[config.mk]
export PLATFORM = sky130hd
export DESIGN_NAME = quadrature_actual_value
export DESIGN_NICKNAME = d
export VERILOG_FILES = /design/src/inc/qav_pkg.sv /design/src/hw/quadrature_actual_value.sv
export SDC_FILE = /design/constraint.sdc
export NUM_CORES = 1
export LEC_CHECK = 0
export BUFFER_PORTS_ARGS = -buffer_cell sky130_fd_sc_hd__buf_2
export CAP_MARGIN = 20
export CORE_MARGIN = 1.5
export CORE_UTILIZATION = 65
export DETAILED_ROUTE_END_ITERATION = 6
export GPL_TIMING_DRIVEN = 1
export PLACE_DENSITY = 0.94
export SLEW_MARGIN = 5
export SYNTH_ARGS = -nofsm -noshare
export SYNTH_HDL_FRONTEND = slang
export SYNTH_SLANG_ARGS = --single-unit
export TNS_END_PERCENT = 1
[constraint.sdc]
create_clock -name clock -period 40.3 [get_ports clock]
set_clock_uncertainty 0.15 [all_clocks]
set_input_delay 8.06 -clock clock [delete_from_list [all_inputs] [get_ports clock]]
set_output_delay 8.06 -clock clock [all_outputs]
set_load 0.005 [all_outputs]
[src/inc/qav_pkg.sv]
// Package with register map, field positions, reset values and range constants of the actual value block.
`default_nettype none
package qav_pkg;
  // Register byte offsets.
  localparam logic [7:0] OFS_CTRL     = 8'h00;
  localparam logic [7:0] OFS_OFFSET   = 8'h04;
  localparam logic [7:0] OFS_ACTUAL   = 8'h08;
  localparam logic [7:0] OFS_STATUS   = 8'h0c;
  localparam logic [7:0] OFS_IRQ_STAT = 8'h10;
  localparam logic [7:0] OFS_IRQ_MASK = 8'h14;
  localparam logic [7:0] OFS_ROTARY   = 8'h18;
  localparam logic [7:0] OFS_COMMAND  = 8'h1c;
  // Control register fields.
  localparam int CTRL_ADD_BIT    = 0;
  localparam int CTRL_BCD_BIT    = 1;
  localparam int CTRL_ROTARY_BIT = 2;
  localparam int CTRL_IRQSEL_BIT = 3;
  localparam int CTRL_MULT_LSB   = 4;
  // Command register fields (write one to act).
  localparam int CMD_APPLY_BIT  = 0;
  localparam int CMD_CONFIG_BIT = 1;
  localparam int CMD_SYNC_BIT   = 2;
  // Status register fields.
  localparam int ST_OVER_BIT   = 0;
  localparam int ST_SYNC_BIT   = 1;
  localparam int ST_OUTER_BIT  = 2;
  localparam int ST_SWITCH_BIT = 3;
  localparam int ST_TARGET_BIT = 4;
  localparam int ST_DIR_BIT    = 5;
  localparam int ST_VALID_BIT  = 6;
  localparam int ST_OUTEN_BIT  = 7;
  // Resolution multiplier codes.
  localparam logic [2:0] MULT_ONE  = 3'h1;
  localparam logic [2:0] MULT_TWO  = 3'h2;
  localparam logic [2:0] MULT_FOUR = 3'h4;
  // Reset values.
  localparam logic [31:0] CTRL_RESET   = 32'h0000_0010;
  localparam logic [31:0] ROTARY_RESET = 32'h0000_2710;
  // Defined actual value range limit.
  localparam logic signed [31:0] RANGE_LIMIT = 32'sd9999999;
endpackage
`default_nettype wire

[src/hw/quadrature_actual_value.sv]
// Quadrature encoder actual value generator with zero offset handling and an APB register file.
//
// Decided for this implementation: the APB slave port and the placing of the registers.
`timescale 1ns/10ps
`default_nettype none
//////////////////////////////////////////////////////////////////////////////////////////////////////////////////
module quadrature_actual_value
  import qav_pkg::*;
(
  // Clock and reset.
  input  wire logic        clock,
  input  wire logic        nrst,
  // APB slave.
  input  wire logic        psel,
  input  wire logic        penable,
  input  wire logic        pwrite,
  input  wire logic [7:0]  paddr,
  input  wire logic [31:0] pwdata,
  output logic      [31:0] prdata,
  output logic             pready,
  output logic             pslverr,
  // Encoder channels.
  input  wire logic        enc_a,
  input  wire logic        enc_b,
  // Zone range inputs from the comparison logic.
  input  wire logic        outer_zone_in,
  input  wire logic        switch_zone_in,
  input  wire logic        target_zone_in,
  input  wire logic        travel_dir_in,
  input  wire logic        target_select,
  input  wire logic        cycle_tick,
  // Status and interrupt outputs.
  output logic             outputs_enable,
  output logic             outer_zone_flag,
  output logic             switch_zone_flag,
  output logic             target_zone_flag,
  output logic             travel_direction_flag,
  output logic             irq
);

  typedef enum logic [1:0] {IDLE_ST = 2'b00, APPLY_ST = 2'b01, LOAD_ST = 2'b11} op_type;

  logic        [31:0] ctrl_r;
  logic        [31:0] zero_offset_value_r;
  logic        [31:0] rotary_final_r;
  logic signed [31:0] count_r;
  logic signed [31:0] actual_r;
  logic signed [31:0] rel_old_r;
  logic               overrange_flag_r;
  logic               over_seen_r;
  logic               sync_r;
  logic               valid_r;
  logic               overrange_irq_bit_r;
  logic               irq_mask_r;
  logic        [1:0]  ab_r;
  logic               ab_init_r;
  op_type             op_r;
  logic               op_load_r;

  logic               wr_en;
  logic               rd_en;
  logic signed [31:0] offset_bin;
  logic        [2:0]  mult;
  logic signed [31:0] step;
  logic               in_range;
  logic               over_enter;
  logic               status_rd_clr;
  logic               irq_rd_clr;

  assign wr_en = psel && penable && pwrite;
  assign rd_en = psel && penable && !pwrite;
  assign mult  = ctrl_r[CTRL_MULT_LSB +: 3];

  //////////////////////////////////////////////////////////////////////////////////////////////////////////////////
  // Offset decoding from binary or sign nibble plus BCD digits.
  always_comb begin
    logic signed [31:0] mag;
    mag = '0;
    if (ctrl_r[CTRL_BCD_BIT]) begin
      for (int i = 6; i >= 0; i--) begin
        mag = 32'(mag * 10 + 32'(zero_offset_value_r[4*i +: 4]));
      end
      offset_bin = (zero_offset_value_r[31:28] == 4'hf) ? -mag : mag;
    end else begin
      offset_bin = $signed({{8{zero_offset_value_r[23]}}, zero_offset_value_r[23:0]});
    end
  end

  //////////////////////////////////////////////////////////////////////////////////////////////////////////////////
  // Quadrature decoding with resolution multiplier.
  always_comb begin
    logic fwd;
    logic bwd;
    fwd  = 1'b0;
    bwd  = 1'b0;
    step = '0;
    // Gray sequence 00,01,11,10 forward means B leads A.
    if (ab_init_r) begin
      case ({ab_r, enc_a, enc_b})
        4'b0001, 4'b0111, 4'b1110, 4'b1000: fwd = 1'b1;
        4'b0010, 4'b1011, 4'b1101, 4'b0100: bwd = 1'b1;
        default: begin
          fwd = 1'b0;
          bwd = 1'b0;
        end
      endcase
    end
    case (mult)
      MULT_ONE: begin
        if (fwd && ab_r == 2'b01 && {enc_a, enc_b} == 2'b11) begin
          step = 32'sd1;
        end else if (bwd && ab_r == 2'b11 && {enc_a, enc_b} == 2'b01) begin
          step = -32'sd1;
        end
      end
      MULT_TWO: begin
        if (ab_r[1] != enc_a) begin
          step = fwd ? 32'sd1 : (bwd ? -32'sd1 : 32'sd0);
        end
      end
      default: begin
        step = fwd ? 32'sd1 : (bwd ? -32'sd1 : 32'sd0);
      end
    endcase
  end

  always_ff @(posedge clock or negedge nrst) begin
    if (!nrst) begin
      ab_r      <= 2'b00;
      ab_init_r <= 1'b0;
    end else begin
      ab_r      <= {enc_a, enc_b};
      ab_init_r <= 1'b1;
    end
  end

  //////////////////////////////////////////////////////////////////////////////////////////////////////////////////
  // Internal count with offset operations.
  always_ff @(posedge clock or negedge nrst) begin
    if (!nrst) begin
      count_r   <= '0;
      rel_old_r <= '0;
    end else if (op_r == LOAD_ST) begin
      if (ctrl_r[CTRL_ROTARY_BIT] && offset_bin < 0) begin
        count_r <= $signed(rotary_final_r) + offset_bin + step;
      end else begin
        count_r <= offset_bin + step;
      end
      rel_old_r <= ctrl_r[CTRL_ADD_BIT] ? 32'sd0 : offset_bin;
    end else if (op_r == APPLY_ST) begin
      if (ctrl_r[CTRL_ADD_BIT]) begin
        count_r   <= count_r + offset_bin + step;
        rel_old_r <= '0;
      end else begin
        count_r   <= count_r + offset_bin - rel_old_r + step;
        rel_old_r <= offset_bin;
      end
    end else begin
      count_r <= count_r + step;
    end
  end

  // Offset operation sequencer.
  always_ff @(posedge clock or negedge nrst) begin
    if (!nrst) begin
      op_r      <= IDLE_ST;
      op_load_r <= 1'b0;
    end else if (wr_en && paddr == OFS_COMMAND && op_r == IDLE_ST) begin
      if (pwdata[CMD_CONFIG_BIT] || pwdata[CMD_SYNC_BIT]) begin
        op_r <= LOAD_ST;
      end else if (pwdata[CMD_APPLY_BIT]) begin
        op_r <= APPLY_ST;
      end
      op_load_r <= pwdata[CMD_SYNC_BIT];
    end else begin
      op_r      <= IDLE_ST;
      op_load_r <= 1'b0;
    end
  end

  //////////////////////////////////////////////////////////////////////////////////////////////////////////////////
  // Actual value snapshot and overrange handling.
  assign in_range   = (actual_r >= -RANGE_LIMIT) && (actual_r <= RANGE_LIMIT);
  assign over_enter = !in_range && !over_seen_r;

  always_ff @(posedge clock or negedge nrst) begin
    if (!nrst) begin
      actual_r <= '0;
    end else if (cycle_tick) begin
      actual_r <= count_r;
    end
  end

  always_ff @(posedge clock or negedge nrst) begin
    if (!nrst) begin
      over_seen_r <= 1'b0;
    end else begin
      over_seen_r <= !in_range;
    end
  end

  assign status_rd_clr = rd_en && paddr == OFS_STATUS && overrange_flag_r;
  assign irq_rd_clr    = rd_en && paddr == OFS_IRQ_STAT && overrange_irq_bit_r;

  always_ff @(posedge clock or negedge nrst) begin
    if (!nrst) begin
      overrange_flag_r <= 1'b0;
    end else if (over_enter) begin
      overrange_flag_r <= 1'b1;
    end else if (status_rd_clr || irq_rd_clr) begin
      overrange_flag_r <= 1'b0;
    end
  end

  always_ff @(posedge clock or negedge nrst) begin
    if (!nrst) begin
      overrange_irq_bit_r <= 1'b0;
    end else if (over_enter && ctrl_r[CTRL_IRQSEL_BIT]) begin
      overrange_irq_bit_r <= 1'b1;
    end else if (rd_en && paddr == OFS_IRQ_STAT) begin
      overrange_irq_bit_r <= 1'b0;
    end
  end

  always_ff @(posedge clock or negedge nrst) begin
    if (!nrst) begin
      sync_r  <= 1'b0;
      valid_r <= 1'b0;
    end else if (over_enter) begin
      sync_r  <= 1'b0;
      valid_r <= 1'b0;
    end else begin
      if (op_load_r) begin
        sync_r <= 1'b1;
      end
      if (target_select) begin
        valid_r <= 1'b1;
      end
    end
  end

  // Zone and direction flags are forced high while the actual value is out of range.
  always_ff @(posedge clock or negedge nrst) begin
    if (!nrst) begin
      outer_zone_flag       <= 1'b1;
      switch_zone_flag      <= 1'b1;
      target_zone_flag      <= 1'b1;
      travel_direction_flag <= 1'b1;
      outputs_enable        <= 1'b0;
    end else if (over_enter || !in_range) begin
      outer_zone_flag       <= 1'b1;
      switch_zone_flag      <= 1'b1;
      target_zone_flag      <= 1'b1;
      travel_direction_flag <= 1'b1;
      outputs_enable        <= 1'b0;
    end else begin
      outer_zone_flag       <= !outer_zone_in;
      switch_zone_flag      <= !switch_zone_in;
      target_zone_flag      <= !target_zone_in;
      travel_direction_flag <= travel_dir_in;
      outputs_enable        <= valid_r;
    end
  end

  //////////////////////////////////////////////////////////////////////////////////////////////////////////////////
  // APB register file.
  always_ff @(posedge clock or negedge nrst) begin
    if (!nrst) begin
      ctrl_r              <= CTRL_RESET;
      zero_offset_value_r <= '0;
      rotary_final_r      <= ROTARY_RESET;
      irq_mask_r          <= 1'b0;
    end else if (wr_en) begin
      case (paddr)
        OFS_CTRL:     ctrl_r <= pwdata;
        OFS_OFFSET:   zero_offset_value_r <= pwdata;
        OFS_ROTARY:   rotary_final_r <= pwdata;
        OFS_IRQ_MASK: irq_mask_r <= pwdata[ST_OVER_BIT];
        default: begin
          irq_mask_r <= irq_mask_r;
        end
      endcase
    end
  end

  always_ff @(posedge clock or negedge nrst) begin
    if (!nrst) begin
      prdata  <= '0;
      pready  <= 1'b0;
      pslverr <= 1'b0;
    end else begin
      pready  <= psel && !penable;
      pslverr <= 1'b0;
      prdata  <= '0;
      if (psel && !penable) begin
        case (paddr)
          OFS_CTRL:     prdata <= ctrl_r;
          OFS_OFFSET:   prdata <= zero_offset_value_r;
          OFS_ACTUAL:   prdata <= actual_r;
          OFS_STATUS:   prdata <= {24'h000000, outputs_enable, valid_r, travel_direction_flag, target_zone_flag,
                                   switch_zone_flag, outer_zone_flag, sync_r, overrange_flag_r};
          OFS_IRQ_STAT: prdata <= {31'h00000000, overrange_irq_bit_r};
          OFS_IRQ_MASK: prdata <= {31'h00000000, irq_mask_r};
          OFS_ROTARY:   prdata <= rotary_final_r;
          OFS_COMMAND:  prdata <= '0;
          default:      pslverr <= 1'b1;
        endcase
      end
    end
  end

  always_ff @(posedge clock or negedge nrst) begin
    if (!nrst) begin
      irq <= 1'b0;
    end else begin
      irq <= overrange_irq_bit_r && irq_mask_r;
    end
  end

endmodule // quadrature_actual_value
`default_nettype wire

* Yosys cells after proc, flatten, opt, wreduce, memory -nomap -nowiden *
Cells that the tools add are included.

storage, ports and cells
  word-level logic and storage cells = 158
  output and inout port bits = 40
  bits in registers = 244

cells by class
  $add $sub $neg = 15
  mux-type cells = 40
  equality and inequality tests = 26
  reductions and logical operators = 43
  multipliers = 6
  magnitude comparators = 3

operators with widths
  cell                                                                                count
  32-bit 2-to-1 mux                                                                   15
  32-bit adder                                                                        7
  32-bit case mux with 7 select lines                                                 1
  32-bit case mux with 2 select lines                                                 1
  32-bit by 4-bit adder with 32-bit output                                            1
  8-bit by 5-bit == test with 1-bit output, second input constant                     4
  32-bit by 25-bit >= comparator with 1-bit output, second input constant             1
  32-bit by 25-bit less-or-equal comparator with 1-bit output, second input constant  1
  32-bit by 1-bit less-than comparator with 1-bit output, second input constant       1
  32-bit negator                                                                      1
  32-bit subtractor                                                                   1
  29-bit by 3-bit multiplier with 31-bit output, second input constant                1
  28-bit by 4-bit adder with 29-bit output                                            1
  24-bit by 3-bit multiplier with 27-bit output, second input constant                1
  23-bit by 4-bit adder with 24-bit output                                            1
  19-bit by 3-bit multiplier with 22-bit output, second input constant                1
  4-bit == test, second input constant                                                5
  1-bit 2-to-1 mux                                                                    20
  18-bit by 4-bit adder with 19-bit output                                            1
  1-bit logical AND                                                                   19
  14-bit by 3-bit multiplier with 17-bit output, second input constant                1
  8-bit by 4-bit == test with 1-bit output, second input constant                     2
  13-bit by 4-bit adder with 14-bit output                                            1
  9-bit by 3-bit multiplier with 12-bit output, second input constant                 1
  other kinds (21)                                                                    44

* Logic depth before layout (Yosys ltp) *
  depth after elaboration = 21
  gate-level depth with buffers = 79
  gate-level depth less buffers = 77

* Worst setup path before layout *
No wires, ideal clock.

  kind = input-to-reg
  start point = input enc_b
  end point = register count_r[28]
  arrival = 16.978 ns
  stages on the path = 22
  setup time = 0.124 ns
  setup slack = 23.048 ns
  cell sequence = xnor2_1 > o211ai_1 > o21ai_0 > nand2_1 > inv_1 > fa_1 > ha_1 > nor2b_1 > o21a_1 > o21ai_0 > a21oi_1 > o21ai_0 > a2111oi_0 > or3_1 > a31oi_1 > o211ai_1 > a221oi_1 > o21ai_0 > and2_1 > o21ai_0 > mux2i_1 > a211o_1

on the way
  cells in the longest elaborated chain, start to end = 13
  elaborated cells between the ends (all ways) = 35
  those cells by class = add/sub (5); eq/ne (10); mux (14); reduce/logical (6)

RTL lines
  item                                                              RTL line                                                        text
  from (decl)                                                       quadrature_actual_value.sv:24                                   input wire logic enc_b,
  4-bit by 2-bit == test with 1-bit output (tied with other cells)  quadrature_actual_value.sv:99                                   case ({ab_r, enc_a, enc_b})
  4-bit OR reduction                                                quadrature_actual_value.sv:99
  1-bit 2-to-1 mux                                                  quadrature_actual_value.sv:99
  1-bit 2-to-1 mux                                                  quadrature_actual_value.sv:98                                   if (ab_init_r) begin
  1-bit logical AND (2 in series)                                   quadrature_actual_value.sv:112                                  end else if (bwd && ab_r == 2'b11 && {enc_a, enc_b} == 2'b01) begin
  32-bit 2-to-1 mux                                                 quadrature_actual_value.sv:112
  32-bit 2-to-1 mux                                                 quadrature_actual_value.sv:110                                  if (fwd && ab_r == 2'b01 && {enc_a, enc_b} == 2'b11) begin
  32-bit case mux with 2 select lines (*)                           quadrature_actual_value.sv:108                                  case (mult)
  32-bit adder (on tied branches)                                   quadrature_actual_value.sv:155, quadrature_actual_value.sv:152
  32-bit 2-to-1 mux                                                 quadrature_actual_value.sv:151                                  if (ctrl_r[CTRL_ADD_BIT]) begin
  32-bit 2-to-1 mux                                                 quadrature_actual_value.sv:150                                  end else if (op_r == APPLY_ST) begin
  32-bit 2-to-1 mux (*)                                             quadrature_actual_value.sv:143                                  end else if (op_r == LOAD_ST) begin
  to (signal assigned)                                              quadrature_actual_value.sv:145                                  count_r <= $signed(rotary_final_r) + offset_bin + step;
  to (signal assigned)                                              quadrature_actual_value.sv:152                                  count_r <= count_r + offset_bin + step;
  to (signal assigned)                                              quadrature_actual_value.sv:155                                  count_r <= count_r + offset_bin - rel_old_r + step;
  to (decl)                                                         quadrature_actual_value.sv:46                                   logic signed [31:0] count_r;

Mark *: on every way between the ends. The rest lies on a longest branch, timed or not.
A chain may end at the register's enable or synchronous reset.

* Worst setup path in the final report *
  start point = register zero_offset_value_r[25]
  end point = register count_r[31]

on the way
  cells in the longest elaborated chain, start to end = 21
  elaborated cells between the ends (all ways) = 28
  those cells by class = add/sub (14); mul (6); order compare (1); mux (6); reduce/logical (1)

RTL lines
  item                                               RTL line                                                        text
  from (decl)                                        quadrature_actual_value.sv:44                                   logic [31:0] zero_offset_value_r;
  from (signal assigned)                             quadrature_actual_value.sv:276                                  OFS_OFFSET: zero_offset_value_r <= pwdata;
  4-bit by 3-bit multiplier with 7-bit output (*)    quadrature_actual_value.sv:81                                   mag = 32'(mag * 10 + 32'(zero_offset_value_r[4*i +: 4]));
  8-bit by 4-bit adder with 9-bit output (*)         quadrature_actual_value.sv:81
  9-bit by 3-bit multiplier with 12-bit output (*)   quadrature_actual_value.sv:81
  13-bit by 4-bit adder with 14-bit output (*)       quadrature_actual_value.sv:81
  14-bit by 3-bit multiplier with 17-bit output (*)  quadrature_actual_value.sv:81
  18-bit by 4-bit adder with 19-bit output (*)       quadrature_actual_value.sv:81
  19-bit by 3-bit multiplier with 22-bit output (*)  quadrature_actual_value.sv:81
  23-bit by 4-bit adder with 24-bit output (*)       quadrature_actual_value.sv:81
  [... 5 more ...]                                   --
  32-bit 2-to-1 mux (*)                              quadrature_actual_value.sv:83                                   offset_bin = (zero_offset_value_r[31:28] == 4'hf) ? -mag : mag;
  32-bit 2-to-1 mux (*)                              quadrature_actual_value.sv:79                                   if (ctrl_r[CTRL_BCD_BIT]) begin
  32-bit adder                                       quadrature_actual_value.sv:152, quadrature_actual_value.sv:155
  32-bit subtractor                                  quadrature_actual_value.sv:155
  32-bit adder                                       quadrature_actual_value.sv:155
  32-bit 2-to-1 mux                                  quadrature_actual_value.sv:151
  32-bit 2-to-1 mux                                  quadrature_actual_value.sv:150
  32-bit 2-to-1 mux (*)                              quadrature_actual_value.sv:143

Marks and branches as above.

==> results.sh <==
export IMPL_yosys_warnings=0
export IMPL_finalSetupViolCount=0
export IMPL_dp_hpwl_um=63500
export IMPL_nNetsFinal=3975
export IMPL_first_pass_iters=7
export IMPL_worstPathRequired_ns=40.66
export IMPL_max_cap_violations=0
export IMPL_place_congestion=0.960
export IMPL_reg2regPathDepth=68
export IMPL_via_per_inst=6.87
export IMPL_cts_hold_buf=0
export IMPL_worstSetupPathType="reg2reg"
export IMPL_synth_cell_types=102
export IMPL_cp_num_buf_inv=4
export IMPL_post_cts_buffers=0
export IMPL_endpoint_kind="register"
export IMPL_path_common_cell="ha_1"
export IMPL_syn_to_final_growth_pct=7.18
export IMPL_cts_root_buf="clkbuf_16"
export IMPL_clkLatencyLatePin_ns=0.59
export IMPL_core_area_um2=44500
export IMPL_min_path_type="reg2reg"
export IMPL_ys_seq_elements=244
export IMPL_cts_inserted_buffers=26
export IMPL_clk_pin_slew_ns=0.07
export IMPL_final_max_slew_viol_count=0
export IMPL_final_core_util=0.709
export IMPL_fin_tns_setup_ns=0
export IMPL_grt_pass1_wl_um=138000
export IMPL_async_flop_share=1.00
export IMPL_grt_ovfl_total=0
export IMPL_die_h_um=216
export IMPL_r2r_slack_ns=22.46
export IMPL_grt_max_degree=93
export IMPL_worst_path_max_fanout=10
export IMPL_drt_iter0_markers=3201
export IMPL_slew_headroom=0.216
export IMPL_fp_dieW_um=216
export IMPL_syn_inst=3400
export IMPL_synth_top_cell_by_area="dfrtp_1"
export IMPL_antenna_found_initial=2
export IMPL_detail_route_drc_violations=0
export IMPL_synth_area_leaders="dfrtp_1 20%, ha_1 16%, xnor2_1 6.5%, fa_1 5.4%, mux2_2 5.4%"
export IMPL_fmax_mhz=56.1
export IMPL_netlist_area_um2=29500
export IMPL_status="completed"
export IMPL_p_leak_nw=15.3
export IMPL_yosysTopAreaCellShare=0.199
export IMPL_critical_path_top_delay_family="adder cells"
export IMPL_finalCritPeriodShare=0.443
export IMPL_cp_slowest_cell="nor4_1"
export IMPL_hold_start="over_seen_r$_DFF_PN0_"
export IMPL_synth_edff_count=0
export IMPL_drive_above_1_share=0.110
export IMPL_route_vias_total=28000
export IMPL_final_cells=4079
export IMPL_portBuffers=92
export IMPL_dp_cells=4027
export IMPL_min_to="overrange_flag_r$_DFFE_PN0P_"
export IMPL_wl_per_cell_um=21.1
export IMPL_finalHoldViolCount=0
export IMPL_synth_avg_cell_area_um2=8.66
export IMPL_clock_sinks=244
export IMPL_hold_path_depth=1
export IMPL_dieArea_um2=46600
export IMPL_first_global_vias=27500
export IMPL_pin_count=93
export IMPL_cp_startpoint="zero_offset_value_r[25]$_DFFE_PN0P_"
export IMPL_fin_crit_ns=17.84
export IMPL_clock_path_buffers=3
export IMPL_critPathMaxStageDelay_ns=0.69
export IMPL_wl_um=86000
export IMPL_placementRows=77
export IMPL_post_cts_resized=0
export IMPL_crit_arrival_ns=18.19
export IMPL_start_kind="register"
export IMPL_rr_startpoint="zero_offset_value_r[25]$_DFFE_PN0P_"
export IMPL_synth_ff_type="dfrtp_1"
export IMPL_htreeDepth=1
export IMPL_grt_usage=0.361
export IMPL_ant_nets=0
export IMPL_initial_core_util=0.662
export IMPL_reg2reg_to="count_r[31]$_DFF_PN0_"
export IMPL_ir_worst_vdd_mv=0.0377
export IMPL_powerDensity_nw_per_um2=50.6
export IMPL_rsz0062_at_grt="false"
export IMPL_tightest_slew_ns=1.15
export IMPL_tritoncts="yes"
export IMPL_ys_seq_area_frac=0.208
## power by group
| group | internal (mW) | leakage [nW] | switching [mW] |
|---|---|---|---|
| registers | 0.281 | 3.18 | 0.0497 |
| clock network | 0.156 | 0.460 | 0.116 |
| logic | 0.414 | 11.7 | 0.581 |
| total | 0.852 | 15.3 | 0.746 |
## final cells by class
type / instances / area (µm²)
multi-input combinational: 2851 / 22200
fill: 3139 / 12900
sequential: 244 / 6120
inverter: 214 / 808
timing repair buffer: 128 / 768
tap: 592 / 741
clock buffer: 31 / 689
clock inverter: 17 / 254
antenna: 2 / 5.00
## registers in the layout, indices dropped and copies added (netlist names), 2 cells and up
register	flops
count_r	32
zero_offset_value_r	32
rotary_final_r	32
rel_old_r	32
actual_r	32
op_r	2
ctrl_r	32
ab_r	2
prdata	32
## kinds of logic after synthesis
| family | Yosys count | share of synthesized area |
|---|---|---|
| AO/OA/AOI/OAI | 932 | 0.212 |
| XOR/XNOR | 318 | 0.0948 |
| adder cells (fa/ha/maj) | 457 | 0.214 |
| buffers and inverters | 309 | 0.0405 |
| flip-flops | 244 | 0.208 |
| multiplexers | 158 | 0.0602 |
| other | 2 | 0.000255 |
| AND/OR/NAND/NOR | 980 | 0.170 |
## synthesized netlist by cell type, types with 9 or more instances
cell / number
nand3_1: 100
a22o_1: 31
dfstp_2: 10
inv_1: 213
nand3b_1: 12
a21o_1: 76
nor2_1: 201
fa_1: 79
o41ai_1: 9
and2_1: 24
or2_2: 17
clkbuf_1: 72
o22ai_1: 18
nand2_1: 217
a21oi_1: 247
a22oi_1: 21
buf_1: 9
xor2_1: 97
xnor2_1: 220
a21boi_0: 17
a211oi_1: 43
o2111ai_1: 11
or3_1: 47
a31oi_1: 32
dfrtp_1: 234
buf_2: 9
nor3_1: 91
mux2i_1: 16
o21ai_0: 167
ha_1: 378
mux2_2: 140
a31o_2: 10
nor4_1: 19
and3_1: 64
nand4_1: 29
o21a_1: 41
or4_1: 9
nand2b_1: 60
nor2b_1: 52
a2111oi_0: 10
o31ai_1: 18
a211o_1: 14
a222oi_1: 25
o211ai_1: 29
o21bai_1: 26
## worst max path at each step
stage | endpoint | slack [ns] | cells after the start
final | count_r[31]$_DFF_PN0_ | 22.46 | 68
after detailed placement | count_r[31]$_DFF_PN0_ | 22.92 | 71
after CTS | count_r[31]$_DFF_PN0_ | 22.65 | 68
after global placement | count_r[31]$_DFF_PN0_ | 23.38 | 71
after global routing | count_r[31]$_DFF_PN0_ | 21.21 | 69
after floorplan | count_r[28]$_DFF_PN0_ | 23.05 | 22
## cells in the final DEF, fill, tap and decap left out, drive strengths merged, types with 21 or more instances in the layout
cell / instances
a22oi: 21
and3: 64
nor2b: 52
o21a: 41
o211ai: 29
a21o: 76
nand3: 101
a21oi: 248
nand2: 218
nor2: 201
o21ai: 174
xnor2: 221
nor4: 24
fa: 79
a22o: 31
or3: 47
nand4: 30
buf: 127
a211oi: 44
ha: 378
inv: 217
mux2: 140
a31oi: 33
xor2: 97
o21bai: 26
and2: 26
nand2b: 61
nor3: 92
a222oi: 25
dfrtp: 234
clkbuf: 32
## metal layers
metal  vias up  GRT usage  wire length, µm
li1      12700          -                -
met1     13100      0.439            32500
met2      1712      0.578            38400
met3       519     0.0825             8880
met4         0      0.228             6250
met5         -          0                0
## metrics by stage
stage               power [mW]  hold slack, ns  instance area, µm²  setup WS (ns)
finish                    1.60           0.337               31600          22.46
global placement          1.26           0.293               30600          23.38
floorplan                 1.07           0.287               29500          23.05
detailed placement        1.29           0.304               30600          22.92
global route              1.71           0.370               31600          21.21
CTS                       1.57           0.330               31500          22.65
No activity file was read; power rests on OpenSTA's default activity.
